## src/hw/swh_pkg.sv

```systemverilog
/*
   swh_pkg: constants, register map and carrier types of the sweep holdoff
   sequencer. Assumes a 250 MHz system clock and an Avalon-MM register bus
   with byte addresses on aligned 32-bit words.
*/
package swh_pkg;

   // clock
   localparam int unsigned CLK_MHZ        = 250;

   // register byte offsets
   localparam logic [3:0]  OFS_CTRL       = 4'h0;
   localparam logic [3:0]  OFS_HOLDOFF    = 4'h4;
   localparam logic [3:0]  OFS_DELAY      = 4'h8;
   localparam logic [3:0]  OFS_STATUS     = 4'hc;

   // control register fields
   localparam int unsigned CTRL_SINGLE    = 0;
   localparam int unsigned CTRL_AUTO_N    = 1;
   localparam int unsigned CTRL_LOCKOUT   = 2;
   localparam int unsigned CTRL_RAD       = 3;
   localparam int unsigned CTRL_B_EN      = 4;
   localparam int unsigned CTRL_ARM       = 8;
   localparam logic [4:0]  CTRL_RST       = 5'h02;

   // holdoff register fields
   localparam int unsigned HO_RANGE_LSB   = 0;
   localparam int unsigned HO_VAR_LSB     = 8;
   localparam logic [2:0]  HO_RANGE_RST   = 3'h0;
   localparam logic [7:0]  HO_VAR_RST     = 8'h00;

   // delay position reset value
   localparam logic [15:0] DELAY_RST      = 16'h0000;

   // timing, figures in their own units, counts derived from the clock
   localparam int unsigned AUTO_TMO_MS    = 100;
   localparam int unsigned AUTO_CYC       = AUTO_TMO_MS * CLK_MHZ * 1000;
   localparam int unsigned REEN_US        = 1000;
   localparam int unsigned REEN_CYC       = REEN_US * CLK_MHZ;
   localparam int unsigned RST_PULSE_NS   = 1000;
   localparam int unsigned RST_PULSE_CYC  = RST_PULSE_NS * CLK_MHZ / 1000;
   localparam int unsigned HO_BASE_NS     = 2000;
   localparam int unsigned HO_BASE_CYC    = HO_BASE_NS * CLK_MHZ / 1000;

   // sequencer states, gray along holdoff -> armed -> sweep
   typedef enum logic [1:0]
   {
      ST_HOLD  = 2'h0,
      ST_ARMED = 2'h1,
      ST_SWEEP = 2'h3,
      ST_SPENT = 2'h2
   } swh_state_t;

   typedef struct packed
   {
      logic b_en;
      logic rad;
      logic lockout;
      logic auto_n;
      logic single;
   } swh_ctrl_t;

   typedef struct packed
   {
      logic       pickoff;
      logic       auto_gate;
      logic       ready;
      logic       lamp;
      logic       sweep_disable;
      logic       holdoff_n;
      logic       b_gate;
      logic       a_gate;
   } swh_status_t;

endpackage

```

## src/hw/swh_sequencer.sv

```systemverilog
/*
   swh_sequencer: sweep gates, holdoff timer, auto/normal/single trigger
   modes, storage holdoff handling and delay pickoff, with an Avalon-MM
   register slave. Assumes trigger and sweep-end pulses synchronous to
   CLK_SYS and one cycle or longer; the A ramp is a cycle count from the
   start of each A sweep.
*/
// Decided for this implementation: register access over Avalon-MM and the register offsets.
`timescale 1ns/10ps

// Summary of operation
// - trigger pulse sets sweep gate, starts sweep
// - auto: no trigger in 100 ms fires gate
// - lamp shows a triggered sweep gate occurred
// - storage holdoff holds holdoff timer at zero
// - holdoff status low only during holdoff
// - single select high gives single-shot sweeps
// - ready indicator while armed in single mode
// - arm request arms and lights ready
// - sweep end pulse starts holdoff
// - sweep disable high throughout holdoff
// - lockout suppresses all sweep activity
// - auto control low selects auto mode
// - threshold ends holdoff, clears timer, releases disable unless single mode is unarmed
// - holdoff length per range plus variable extension
// - storage holdoff rise makes short reset pulse
// - holdoff timing waits for storage holdoff fall
// - storage holdoff forces normal mode internally
// - auto restored only after extra interval
// - normal or single never auto triggers
// - B reset released when disable low, pickoff high
// - pickoff when A ramp reaches delay level
// - after pickoff B starts now or on trigger
// - run-after-delay makes B trigger free-running
module swh_sequencer
   import swh_pkg::*;
#(
   parameter int unsigned AUTO_CYC_P = AUTO_CYC,
   parameter int unsigned REEN_CYC_P = REEN_CYC
)
(
   // clock, reset, enable
   input  wire logic        CLK_SYS,
   input  wire logic        RST_B,
   input  wire logic        CE,
   // avalon-mm slave
   input  wire logic [3:0]  ADDRESS,
   input  wire logic        READ,
   input  wire logic        WRITE,
   input  wire logic [31:0] WRITEDATA,
   output logic      [31:0] READDATA,
   output logic             WAITREQUEST,
   // trigger generators
   input  wire logic        A_ARMED_EVENT_LAMP,
   input  wire logic        B_ARMED_EVENT_LAMP,
   output logic             SWEEP_DISABLE,
   output logic             B_ARMED_EVENT_LAMP_RESET,
   output logic             B_FREE_RUN,
   // sweep generators
   input  wire logic        SWEEP_END,
   output logic             A_GATE,
   output logic             B_GATE,
   // storage time base and front panel
   input  wire logic        STORAGE_HOLDOFF_IN,
   input  wire logic        ONE_SHOT_ARM,
   output logic             HOLDOFF_N,
   output logic             ARMED_EVENT_LAMP,
   output logic             READY_LAMP,
   output logic             AUTO_GATE
);

   swh_state_t  state_ff, nxt_state;
   swh_ctrl_t   ctrl_ff;
   logic [2:0]  range_ff;
   logic [7:0]  var_ff;
   logic [15:0] delay_ff;
   logic        ack_ff;
   logic [31:0] rdata_ff;
   logic [31:0] ho_cnt_ff;
   logic [31:0] auto_cnt_ff;
   logic [31:0] reen_cnt_ff;
   logic [31:0] rp_cnt_ff;
   logic [15:0] ramp_ff;
   logic        sh_d_ff;
   logic        armed_ff;
   logic        lamp_ff;
   logic        auto_gate_ff;
   logic        pickoff_ff;
   logic        b_gate_ff;

   // bus decode
   wire         req        = READ | WRITE;
   wire         wr_take    = WRITE & ack_ff & CE;
   wire         sel_ctrl   = ADDRESS == OFS_CTRL;
   wire         sel_ho     = ADDRESS == OFS_HOLDOFF;
   wire         sel_dly    = ADDRESS == OFS_DELAY;
   wire         sel_stat   = ADDRESS == OFS_STATUS;
   wire         arm_wr     = wr_take & sel_ctrl & WRITEDATA[CTRL_ARM];
   wire         arm_req    = arm_wr | ONE_SHOT_ARM;

   // mode decode
   wire         single     = ctrl_ff.single;
   wire         sh_rise    = STORAGE_HOLDOFF_IN & ~sh_d_ff;
   wire         rst_pulse  = sh_rise | (rp_cnt_ff != 32'h0);
   // auto needs the panel selection, no single mode and the re-enable gap
   wire         auto_eff   = ~ctrl_ff.auto_n & ~single
                             & ~STORAGE_HOLDOFF_IN
                             & (reen_cnt_ff == 32'h0);

   // holdoff target grows by a factor of two per range step
   wire  [31:0] ho_target  = (32'(HO_BASE_CYC) << range_ff)
                             + (32'(var_ff) << range_ff);
   wire         ho_done    = ho_cnt_ff >= ho_target;
   wire         auto_fire  = auto_eff & (auto_cnt_ff >= AUTO_CYC_P - 1);
   wire         a_start    = A_ARMED_EVENT_LAMP | auto_fire;

   // status view
   wire         holdoff    = state_ff == ST_HOLD;
   wire         sw_dis     = (state_ff != ST_ARMED) & (state_ff != ST_SWEEP);
   wire         a_gate     = state_ff == ST_SWEEP;
   wire         b_reset    = sw_dis | ~pickoff_ff;
   wire         b_go       = ~b_reset & a_gate & (ctrl_ff.rad | B_ARMED_EVENT_LAMP);
   swh_status_t status;
   assign status.pickoff       = pickoff_ff;
   assign status.auto_gate     = auto_gate_ff;
   assign status.ready         = READY_LAMP;
   assign status.lamp          = lamp_ff;
   assign status.sweep_disable = sw_dis;
   assign status.holdoff_n     = ~holdoff;
   assign status.b_gate        = b_gate_ff;
   assign status.a_gate        = a_gate;

   wire  [31:0] rd_mux     = sel_ctrl ? {27'h0, ctrl_ff}
                           : sel_ho   ? {16'h0, var_ff, 5'h0, range_ff}
                           : sel_dly  ? {16'h0, delay_ff}
                           : sel_stat ? {24'h0, status}
                           : 32'h0;

   // sequencer
   always_comb
   begin
      nxt_state = state_ff;
      unique case (state_ff)
         ST_HOLD:
         begin
            if (ho_done & ~STORAGE_HOLDOFF_IN)
            begin
               nxt_state = (single & ~armed_ff) ? ST_SPENT : ST_ARMED;
            end
         end
         ST_ARMED:
         begin
            if (a_start)
            begin
               nxt_state = ST_SWEEP;
            end
         end
         ST_SWEEP:
         begin
            if (SWEEP_END)
            begin
               nxt_state = ST_HOLD;
            end
         end
         ST_SPENT:
         begin
            if (arm_req)
            begin
               nxt_state = ST_ARMED;
            end
         end
      endcase
      if (rst_pulse | ctrl_ff.lockout)
      begin
         nxt_state = ST_HOLD;
      end
   end

   always_ff @(posedge CLK_SYS or negedge RST_B)
   begin
      if (!RST_B)
      begin
         state_ff <= ST_HOLD;
      end
      else if (CE)
      begin
         state_ff <= nxt_state;
      end
   end

   // bus slave: one wait cycle, read data loaded while waiting
   always_ff @(posedge CLK_SYS or negedge RST_B)
   begin
      if (!RST_B)
      begin
         ack_ff   <= 1'b0;
         rdata_ff <= 32'h0;
      end
      else if (CE)
      begin
         ack_ff   <= req & ~ack_ff;
         rdata_ff <= (READ & ~ack_ff) ? rd_mux : rdata_ff;
      end
   end

   always_ff @(posedge CLK_SYS or negedge RST_B)
   begin
      if (!RST_B)
      begin
         ctrl_ff  <= CTRL_RST;
         range_ff <= HO_RANGE_RST;
         var_ff   <= HO_VAR_RST;
         delay_ff <= DELAY_RST;
      end
      else if (wr_take)
      begin
         ctrl_ff  <= sel_ctrl ? WRITEDATA[4:0] : ctrl_ff;
         range_ff <= sel_ho ? WRITEDATA[HO_RANGE_LSB +: 3] : range_ff;
         var_ff   <= sel_ho ? WRITEDATA[HO_VAR_LSB +: 8] : var_ff;
         delay_ff <= sel_dly ? WRITEDATA[15:0] : delay_ff;
      end
   end

   // interval counters on the system clock
   wire  [31:0] nxt_rp_cnt   = sh_rise ? 32'(RST_PULSE_CYC - 1)
                             : (rp_cnt_ff != 32'h0) ? rp_cnt_ff - 32'h1 : 32'h0;
   wire  [31:0] nxt_reen_cnt = STORAGE_HOLDOFF_IN ? 32'(REEN_CYC_P)
                             : (reen_cnt_ff != 32'h0) ? reen_cnt_ff - 32'h1 : 32'h0;
   // timer held at zero while storage holdoff is high
   wire  [31:0] nxt_ho_cnt   = (state_ff != ST_HOLD) | STORAGE_HOLDOFF_IN | ho_done
                             ? 32'h0 : ho_cnt_ff + 32'h1;
   // timeout runs from the end of holdoff while armed
   wire  [31:0] nxt_auto_cnt = (state_ff != ST_ARMED) | ~auto_eff | A_ARMED_EVENT_LAMP
                             ? 32'h0 : auto_cnt_ff + 32'h1;

   // edge detector starts low, the idle level of the storage holdoff pin
   always_ff @(posedge CLK_SYS or negedge RST_B)
   begin
      if (!RST_B)
      begin
         sh_d_ff <= 1'b0;
      end
      else if (CE)
      begin
         sh_d_ff <= STORAGE_HOLDOFF_IN;
      end
   end

   always_ff @(posedge CLK_SYS or negedge RST_B)
   begin
      if (!RST_B)
      begin
         rp_cnt_ff <= 32'h0;
      end
      else if (CE)
      begin
         rp_cnt_ff <= nxt_rp_cnt;
      end
   end

   always_ff @(posedge CLK_SYS or negedge RST_B)
   begin
      if (!RST_B)
      begin
         reen_cnt_ff <= 32'h0;
      end
      else if (CE)
      begin
         reen_cnt_ff <= nxt_reen_cnt;
      end
   end

   always_ff @(posedge CLK_SYS or negedge RST_B)
   begin
      if (!RST_B)
      begin
         ho_cnt_ff <= 32'h0;
      end
      else if (CE)
      begin
         ho_cnt_ff <= nxt_ho_cnt;
      end
   end

   always_ff @(posedge CLK_SYS or negedge RST_B)
   begin
      if (!RST_B)
      begin
         auto_cnt_ff <= 32'h0;
      end
      else if (CE)
      begin
         auto_cnt_ff <= nxt_auto_cnt;
      end
   end

   // single-shot arming and indicators
   always_ff @(posedge CLK_SYS or negedge RST_B)
   begin
      if (!RST_B)
      begin
         armed_ff     <= 1'b0;
         lamp_ff      <= 1'b0;
         auto_gate_ff <= 1'b0;
      end
      else if (CE)
      begin
         // the arm request wins over the clear by a starting sweep
         armed_ff     <= arm_req | (armed_ff & ~(nxt_state == ST_SWEEP
                                                & state_ff == ST_ARMED));
         if (state_ff == ST_ARMED && a_start && !rst_pulse && !ctrl_ff.lockout)
         begin
            lamp_ff      <= A_ARMED_EVENT_LAMP;
            auto_gate_ff <= ~A_ARMED_EVENT_LAMP;
         end
         else if (nxt_state != ST_SWEEP)
         begin
            auto_gate_ff <= 1'b0;
         end
      end
   end

   // delay pickoff and B sweep gate
   always_ff @(posedge CLK_SYS or negedge RST_B)
   begin
      if (!RST_B)
      begin
         ramp_ff    <= 16'h0;
         pickoff_ff <= 1'b0;
         b_gate_ff  <= 1'b0;
      end
      else if (CE)
      begin
         ramp_ff    <= a_gate && ramp_ff != 16'hffff ? ramp_ff + 16'h1 : 16'h0;
         pickoff_ff <= ctrl_ff.b_en & a_gate & (ramp_ff >= delay_ff);
         // B sweep ends with its A sweep
         b_gate_ff  <= ctrl_ff.b_en & (nxt_state == ST_SWEEP) & (b_gate_ff | b_go);
      end
   end

   // outputs
   assign WAITREQUEST      = req & ~ack_ff;
   assign READDATA         = rdata_ff;
   assign A_GATE           = a_gate;
   assign B_GATE           = b_gate_ff;
   assign SWEEP_DISABLE    = sw_dis;
   assign HOLDOFF_N        = ~holdoff;
   assign B_ARMED_EVENT_LAMP_RESET     = b_reset;
   assign B_FREE_RUN       = ctrl_ff.rad;
   assign ARMED_EVENT_LAMP = lamp_ff;
   assign READY_LAMP       = single & armed_ff & (state_ff != ST_SWEEP);
   assign AUTO_GATE        = auto_gate_ff;

endmodule // swh_sequencer

```

## config.mk

```make
export PLATFORM = sky130hd
export DESIGN_NAME = swh_sequencer
export DESIGN_NICKNAME = d
export VERILOG_FILES = /design/src/hw/swh_pkg.sv /design/src/hw/swh_sequencer.sv
export SDC_FILE = /design/constraint.sdc
export NUM_CORES = 1
export LEC_CHECK = 0
export BUFFER_PORTS_ARGS = -buffer_cell sky130_fd_sc_hd__buf_2
export CORE_UTILIZATION = 40
export DETAILED_ROUTE_END_ITERATION = 6
export PLACE_DENSITY_LB_ADDON = 0.3
export REMOVE_ABC_BUFFERS = 1
export SYNTH_ARGS = -nofsm -noshare
export SYNTH_HDL_FRONTEND = slang
export SYNTH_SLANG_ARGS = --single-unit
```

## constraint.sdc

```tcl
create_clock -name CLK_SYS -period 6.2 [get_ports CLK_SYS]
set_input_delay 0.93 -clock CLK_SYS [delete_from_list [all_inputs] [get_ports CLK_SYS]]
set_output_delay 0.93 -clock CLK_SYS [all_outputs]
set_load 0.01 [all_outputs]
```

==> results.json, run 1 <==
{
  "worstPathCellList": "inv_1, nand2_1, mux2i_1, and2_1, ha_1, fa_1, a21o_1, a21oi_1, o21ai_0, a31oi_1, a21oi_1, o21a_1, or2_2, ha_1, nand2_1, nor4_1, o21ai_0, a31oi_1, buf_4, o211ai_1, a211oi_1, a41o_1",
  "clk_pin_slew_ps": 60,
  "yosysTopAreaCellShare_pct": 44.0,
  "finalNetCount": 1391,
  "syn_area_per_cell_um2": 9.14,
  "hold_depth": 2,
  "holdCritPathClass": "reg -> reg",
  "start_util_pct": 40.8,
  "fin_tns_setup_ps": 0,
  "cpPeakStageDelay_ps": 730,
  "crit_required_ps": 6650,
  "syn_to_final_growth_pct": 12.9,
  "ir_drop_mv": 0.310,
  "place.gp.congestion": 0.833,
  "io_buffers": 55,
  "reg2reg_slack_ps": 620,
  "htree_levels": 1,
  "pin_count": 88,
  "worstSetupPathType": "reg -> reg",
  "drtPass1Iterations": 5,
  "drtIter0Drc": 497,
  "core_region_area_um2": 27900,
  "finalSetupViolations": 0,
  "worst_setup_path_start_kind": "flip-flop",
  "clock_latency_ps": 520,
  "drc_errors": 0,
  "grt_pass1_wl_um": 43000,
  "relSlewSlack_pct": 31.9,
  "crit_fanout": 18,
  "rsz0062_at_grt": "false",
  "gr-total-overflow": 0,
  "antenna_found_initial": 1,
  "yosys-top-cells-area": "dfrtp_1, nor2_1, ha_1, xor2_1, xnor2_1",
  "cellPowerDensity_nw_per_um2": 289,
  "cts_made_buffers": 24,
  "dp_hpwl_um": 17700,
  "avgViaCountPerCell": 5.26,
  "synth_most_common_cell": "dfrtp_1",
  "reg2reg_to": "AUTO_GATE",
  "vias": 8865,
  "grt_pass1_vias": 8559,
  "ys_types": 62,
  "tightestPinTransition_ps": 1010,
  "track_usage_pct": 18.0,
  "hold_buffers": 0,
  "post_cts_buffers": 0,
  "clk_path_buf_depth": 3,
  "async_reset_ff_share_pct": 100,
  "fillerInstances": 2703,
  "placement_rows": 61,
  "r2r_cells": 22,
  "hold_end": "READDATA[9]",
  "critPathArrivalTime_ps": 6030,
  "status": "finished clean",
  "crit_slowest_cell": "dfrtp_1",
  "cts.sinks": 201,
  "synth_area_um2": 11400,
  "worstHoldStart": "READDATA[9]",
  "drt_wl_total_um": 25300,
  "synth_edf_count": 0,
  "fmax_mhz": 179,
  "finish.utilization_pct": 46.1,
  "fin_skew_ps": 21.7,
  "ys.flop_type": "dfrtp_1",
  "seq_area_frac_synth_pct": 44.3,
  "post-route-period-util_pct": 90.0,
  "cap_violations": 0,
  "r2r_start": "range_ff[0]",
  "cts_resized": 0,
  "ys_top_cells_by_count": "dfrtp_1, nor2_1, nand2_1",
  "crit_path_end_kind": "flip-flop",
  "ant_nets": 0,
  "synth_warnings": 0,
  "grt_max_degree": 110,
  "synth.largest_area_cell": "dfrtp_1",
  "synth_seq_cells": 201,
  "post_drt_wl_per_cell_um": 15.0,
  "cts_tree": "built",
  "die_y_um": 171,
  "die_w_um": 171,
  "leakage_uw": 0.00591,
  "hold_viol_final": 0,
  "drv_slew": 0,
  "die_area_um2": 29100,
  "min_period_ps": 5580,
  "cts_root_buffer": "clkbuf_16",
  "synthCells": 1244,
  "layout-drive-gt1-share_pct": 10.9
}
==> through the flow <==
step	hold slack [ps]	std cells	cell area (um^2)	power (uW)	worst slack (ps)
global placement	463	1644	12000	2220	727
finish	477	1686	12800	3710	623
CTS	482	1685	12800	3750	646
global route	507	1685	12800	3920	161
detailed placement	468	1644	12000	2240	671
floorplan	461	1198	11100	2010	764
==> kinds of logic (layout without fill, tap and decap cells) <==
logic type      count (synthesis)  after routing  synth area share (%)
fa+ha+maj                      53             53                  5.90
mux                            40             40                  3.86
buf+inv                       103            151                  3.98
other cells                     1             17                0.0330
compound gates                211            211                  11.3
simple gates                  524            524                  22.1
xor+xnor                      111            111                  8.55
flops                         201            201                  44.3
==> report_power, final <==
group	internal (uW)	switching, uW
logic	292	411
clock network	946	544
registers	1410	103
total	2650	1060
==> final cells by class <==
type | count | area [um^2] | share of cell area, %
timing repair buffer | 68 | 382 | 2.97
antenna | 1 | 2.50 | 0.0195
multi-input combinational | 955 | 5950 | 46.3
clock buffer | 34 | 699 | 5.45
sequential | 201 | 5030 | 39.2
tap | 378 | 473 | 3.69
inverter | 42 | 158 | 1.23
clock inverter | 7 | 139 | 1.08
==> cells in the final DEF, fill, tap and decap left out, types with 6 or more instances in the layout <==
master     instances
ha_1              52
a22o_1            13
nor4_1            25
mux2_2            27
nor2_1           186
and2_1             7
nand3b_1           6
dfrtp_1          200
and4_1            12
a31oi_1           10
conb_1            16
and3_1            16
mux2i_1           12
nand2b_1           8
clkbuf_16         25
nand3_1           43
a21oi_1           36
nand2_1          118
nor3_1            34
nor2b_1           13
a21o_1             8
xor2_1            56
or4_1             10
inv_1             39
buf_2             54
nand4_1           20
or3_1              9
a22oi_1           13
xnor2_1           55
buf_4             13
o21ai_0           92
==> metal layers <==
metal  vias up  GRT usage [%]  wire (um)  part of all wire, %
met1      4262           25.7      12200                   48
met2       164           28.5      11700                   46
met4         0           4.50        424                  1.7
met3        29           2.80       1030                  4.0
li1       4410              -          -                    -
met5         -              0          0                    0
==> state kept, by name, indices dropped and copies added (netlist names), 2 cells and up <==
register / count
auto_cnt_ff: 32
ho_cnt_ff: 32
reen_cnt_ff: 32
rp_cnt_ff: 32
READDATA: 16
delay_ff: 16
ramp_ff: 16
var_ff: 8
ctrl_ff: 3
range_ff: 3
state_ff: 2
==> how the worst max path moves through the flow <==
stage,start,end,slack [ps]
2_1_floorplan,range_ff[2],ho_cnt_ff[10],760
3_5_place_dp,range_ff[0],B_GATE,670
5_1_grt,range_ff[0],AUTO_GATE,160
3_3_place_gp,range_ff[0],state_ff[1],730
6_report,range_ff[0],AUTO_GATE,620
4_1_cts,range_ff[0],B_GATE,650
==> critical path, delay by kind of cell (launching register included) <==
family	cells	cell delay, ps
simple gates	5	1090
compound gates	11	2300
mux	1	100
fa+ha+maj	3	880
flops	1	730
buf+inv	2	390
No activity file was read; power rests on OpenSTA's default activity.
==> run 2, diff against run 1 <==
clock period = 4.9 ns   (was 6.2 ns; I/O delays follow)
==> run 2 against run 1 <==
Effect of this change:
- sequential cell count stayed put
- cell count is 0.71% higher
- utilization is 0.31 points higher
- sequential power is 26% higher
- worst setup slack worse by 330 ps
- critical path depth stayed put
- clock skew is 6.5 ps lower
- hold slack worse by 140 ps
- register-to-register slack worse by 330 ps
- combinational power is 44% higher
- wire length is 0.21% higher
- via count is 0.90% higher
- critical path type unchanged
- critical endpoint unchanged
==> results.json, run 2 (same netlist as run 1, synthesis figures left out) <==
{
  "status": "finished clean",
  "post_drt_wl_per_cell_um": 15.0,
  "layout_common_cells": "dfrtp_1, nor2_1, nand2_1, o21ai_0, xor2_1",
  "crit_path_end_kind": "flip-flop",
  "drtIter0Drc": 500,
  "r2r_cells": 22,
  "clk_path_buf_depth": 3,
  "die_y_um": 171,
  "holdCritPathClass": "in -> async",
  "finalSetupViolations": 0,
  "syn_to_final_growth_pct": 13.6,
  "gr-total-overflow": 0,
  "ir_drop_mv": 0.227,
  "core_region_area_um2": 27900,
  "worstSetupPathType": "reg -> reg",
  "cap_violations": 0,
  "r2r_start": "range_ff[0]",
  "cts.sinks": 201,
  "fin_skew_ps": 15.2,
  "dp_hpwl_um": 17800,
  "avgViaCountPerCell": 5.27,
  "cts_made_buffers": 23,
  "placement_rows": 61,
  "place.gp.congestion": 0.841,
  "grt_pass1_vias": 8683,
  "start_util_pct": 40.8,
  "cts_tree": "built",
  "fmax_mhz": 217,
  "track_usage_pct": 18.2,
  "min_period_ps": 4600,
  "finalNetCount": 1405,
  "hold_viol_final": 0,
  "post-route-period-util_pct": 94.0,
  "layout-drive-gt1-share_pct": 12.6,
  "whs_ps": 338,
  "drv_slew": 0,
  "reg2reg_slack_ps": 300,
  "drc_errors": 0,
  "drt_wl_total_um": 25400,
  "placed_area_um2": 12100,
  "tightestPinTransition_ps": 1070,
  "post-place-ws_ps": -58.0,
  "drtPass1Iterations": 5,
  "die_area_um2": 29100,
  "clk_pin_slew_ps": 60,
  "relSlewSlack_pct": 27.7,
  "pin_count": 88,
  "worst_slack_ps": 296,
  "crit_fanout": 5,
  "worst_setup_path_start_kind": "flip-flop",
  "clock_latency_ps": 520,
  "final_common_cell": "dfrtp_1",
  "crit_required_ps": 5360,
  "leakage_uw": 0.00595,
  "antenna_found_initial": 2,
  "vias": 8945,
  "critPathArrivalTime_ps": 5060,
  "fin_area_um2": 12900,
  "ant_nets": 0,
  "grt_max_degree": 115,
  "die_w_um": 171,
  "cts_root_buffer": "clkbuf_16",
  "htree_levels": 1,
  "cellPowerDensity_nw_per_um2": 357,
  "io_buffers": 55,
  "grt_pass1_wl_um": 43600,
  "reg2reg_to": "AUTO_GATE"
}
-- run 2: worst max path at each step --
stage / from / to
4_1_cts: range_ff[0] / AUTO_GATE
3_3_place_gp: range_ff[0] / AUTO_GATE
6_report: range_ff[0] / AUTO_GATE
5_1_grt: range_ff[0] / state_ff[1]
2_1_floorplan: range_ff[2] / ho_cnt_ff[10]
3_5_place_dp: range_ff[0] / AUTO_GATE
-- run 2: routing by layer --
layer / routed length (um) / part of all wire, % / GRT usage, % / vias up
li1: - / - / - / 4457
met4: 358 / 1.4 / 3.96 / 2
met1: 12600 / 50 / 26.0 / 4317
met3: 1010 / 4.0 / 3.01 / 32
met5: 8 / 0.031 / 0 / -
met2: 11400 / 45 / 28.8 / 137
-- run 2: final cells by class --
cell class	instances	area, um^2
clock inverters	7	88.8
flip-flops and latches	201	5030
clock buffers	31	646
well taps	378	473
repair buffers	83	523
multi-input cells	955	5990
fillers	2665	14900
diodes	1	2.50
inverters	42	158
-- run 2: timing repair --
action                     4_1_cts  5_1_grt
setup endpoints to repair       30       36
hold endpoints to repair         0        0
pin swaps                        0        4
hold buffers                     0        0
gates resized for setup          2       15
setup buffers                    0        3
-- run 2: critical path: stages, from the launching register on --
cell,delay (ps)
dfrtp_2,410
mux2i_2,250
mux2i_1,120
and2_1,170
ha_1,210
fa_1,390
a21o_1,220
a21oi_2,160
o21ai_1,90
a31oi_1,230
a21oi_1,110
o21a_1,190
or2_2,290
ha_1,280
nand2_2,80
nor4_4,160
o21ai_0,120
a31oi_1,210
buf_4,170
o211ai_1,90
a211oi_1,260
buf_4,170
a41o_1,160
-- run 2: metrics by stage --
step                      setup TNS [ps]  utilization, %  total power, uW  std cells
final                                  0            46.4             4610       1698
after global routing               -19.8            46.4             4890       1697
after CTS                              0            46.1             4610       1694
after detailed placement            -145            43.4             2880       1656
after global placement             -56.1            43.4             2850       1656
after floorplan                   -14460               -             2550       1198
-- run 2: report_power, final --
group | switching, uW | internal (uW) | total, uW
Sequential | 118 | 1790 | 1910
Combinational | 573 | 439 | 1010
Clock | 673 | 1020 | 1690
Total | 1360 | 3250 | 4610
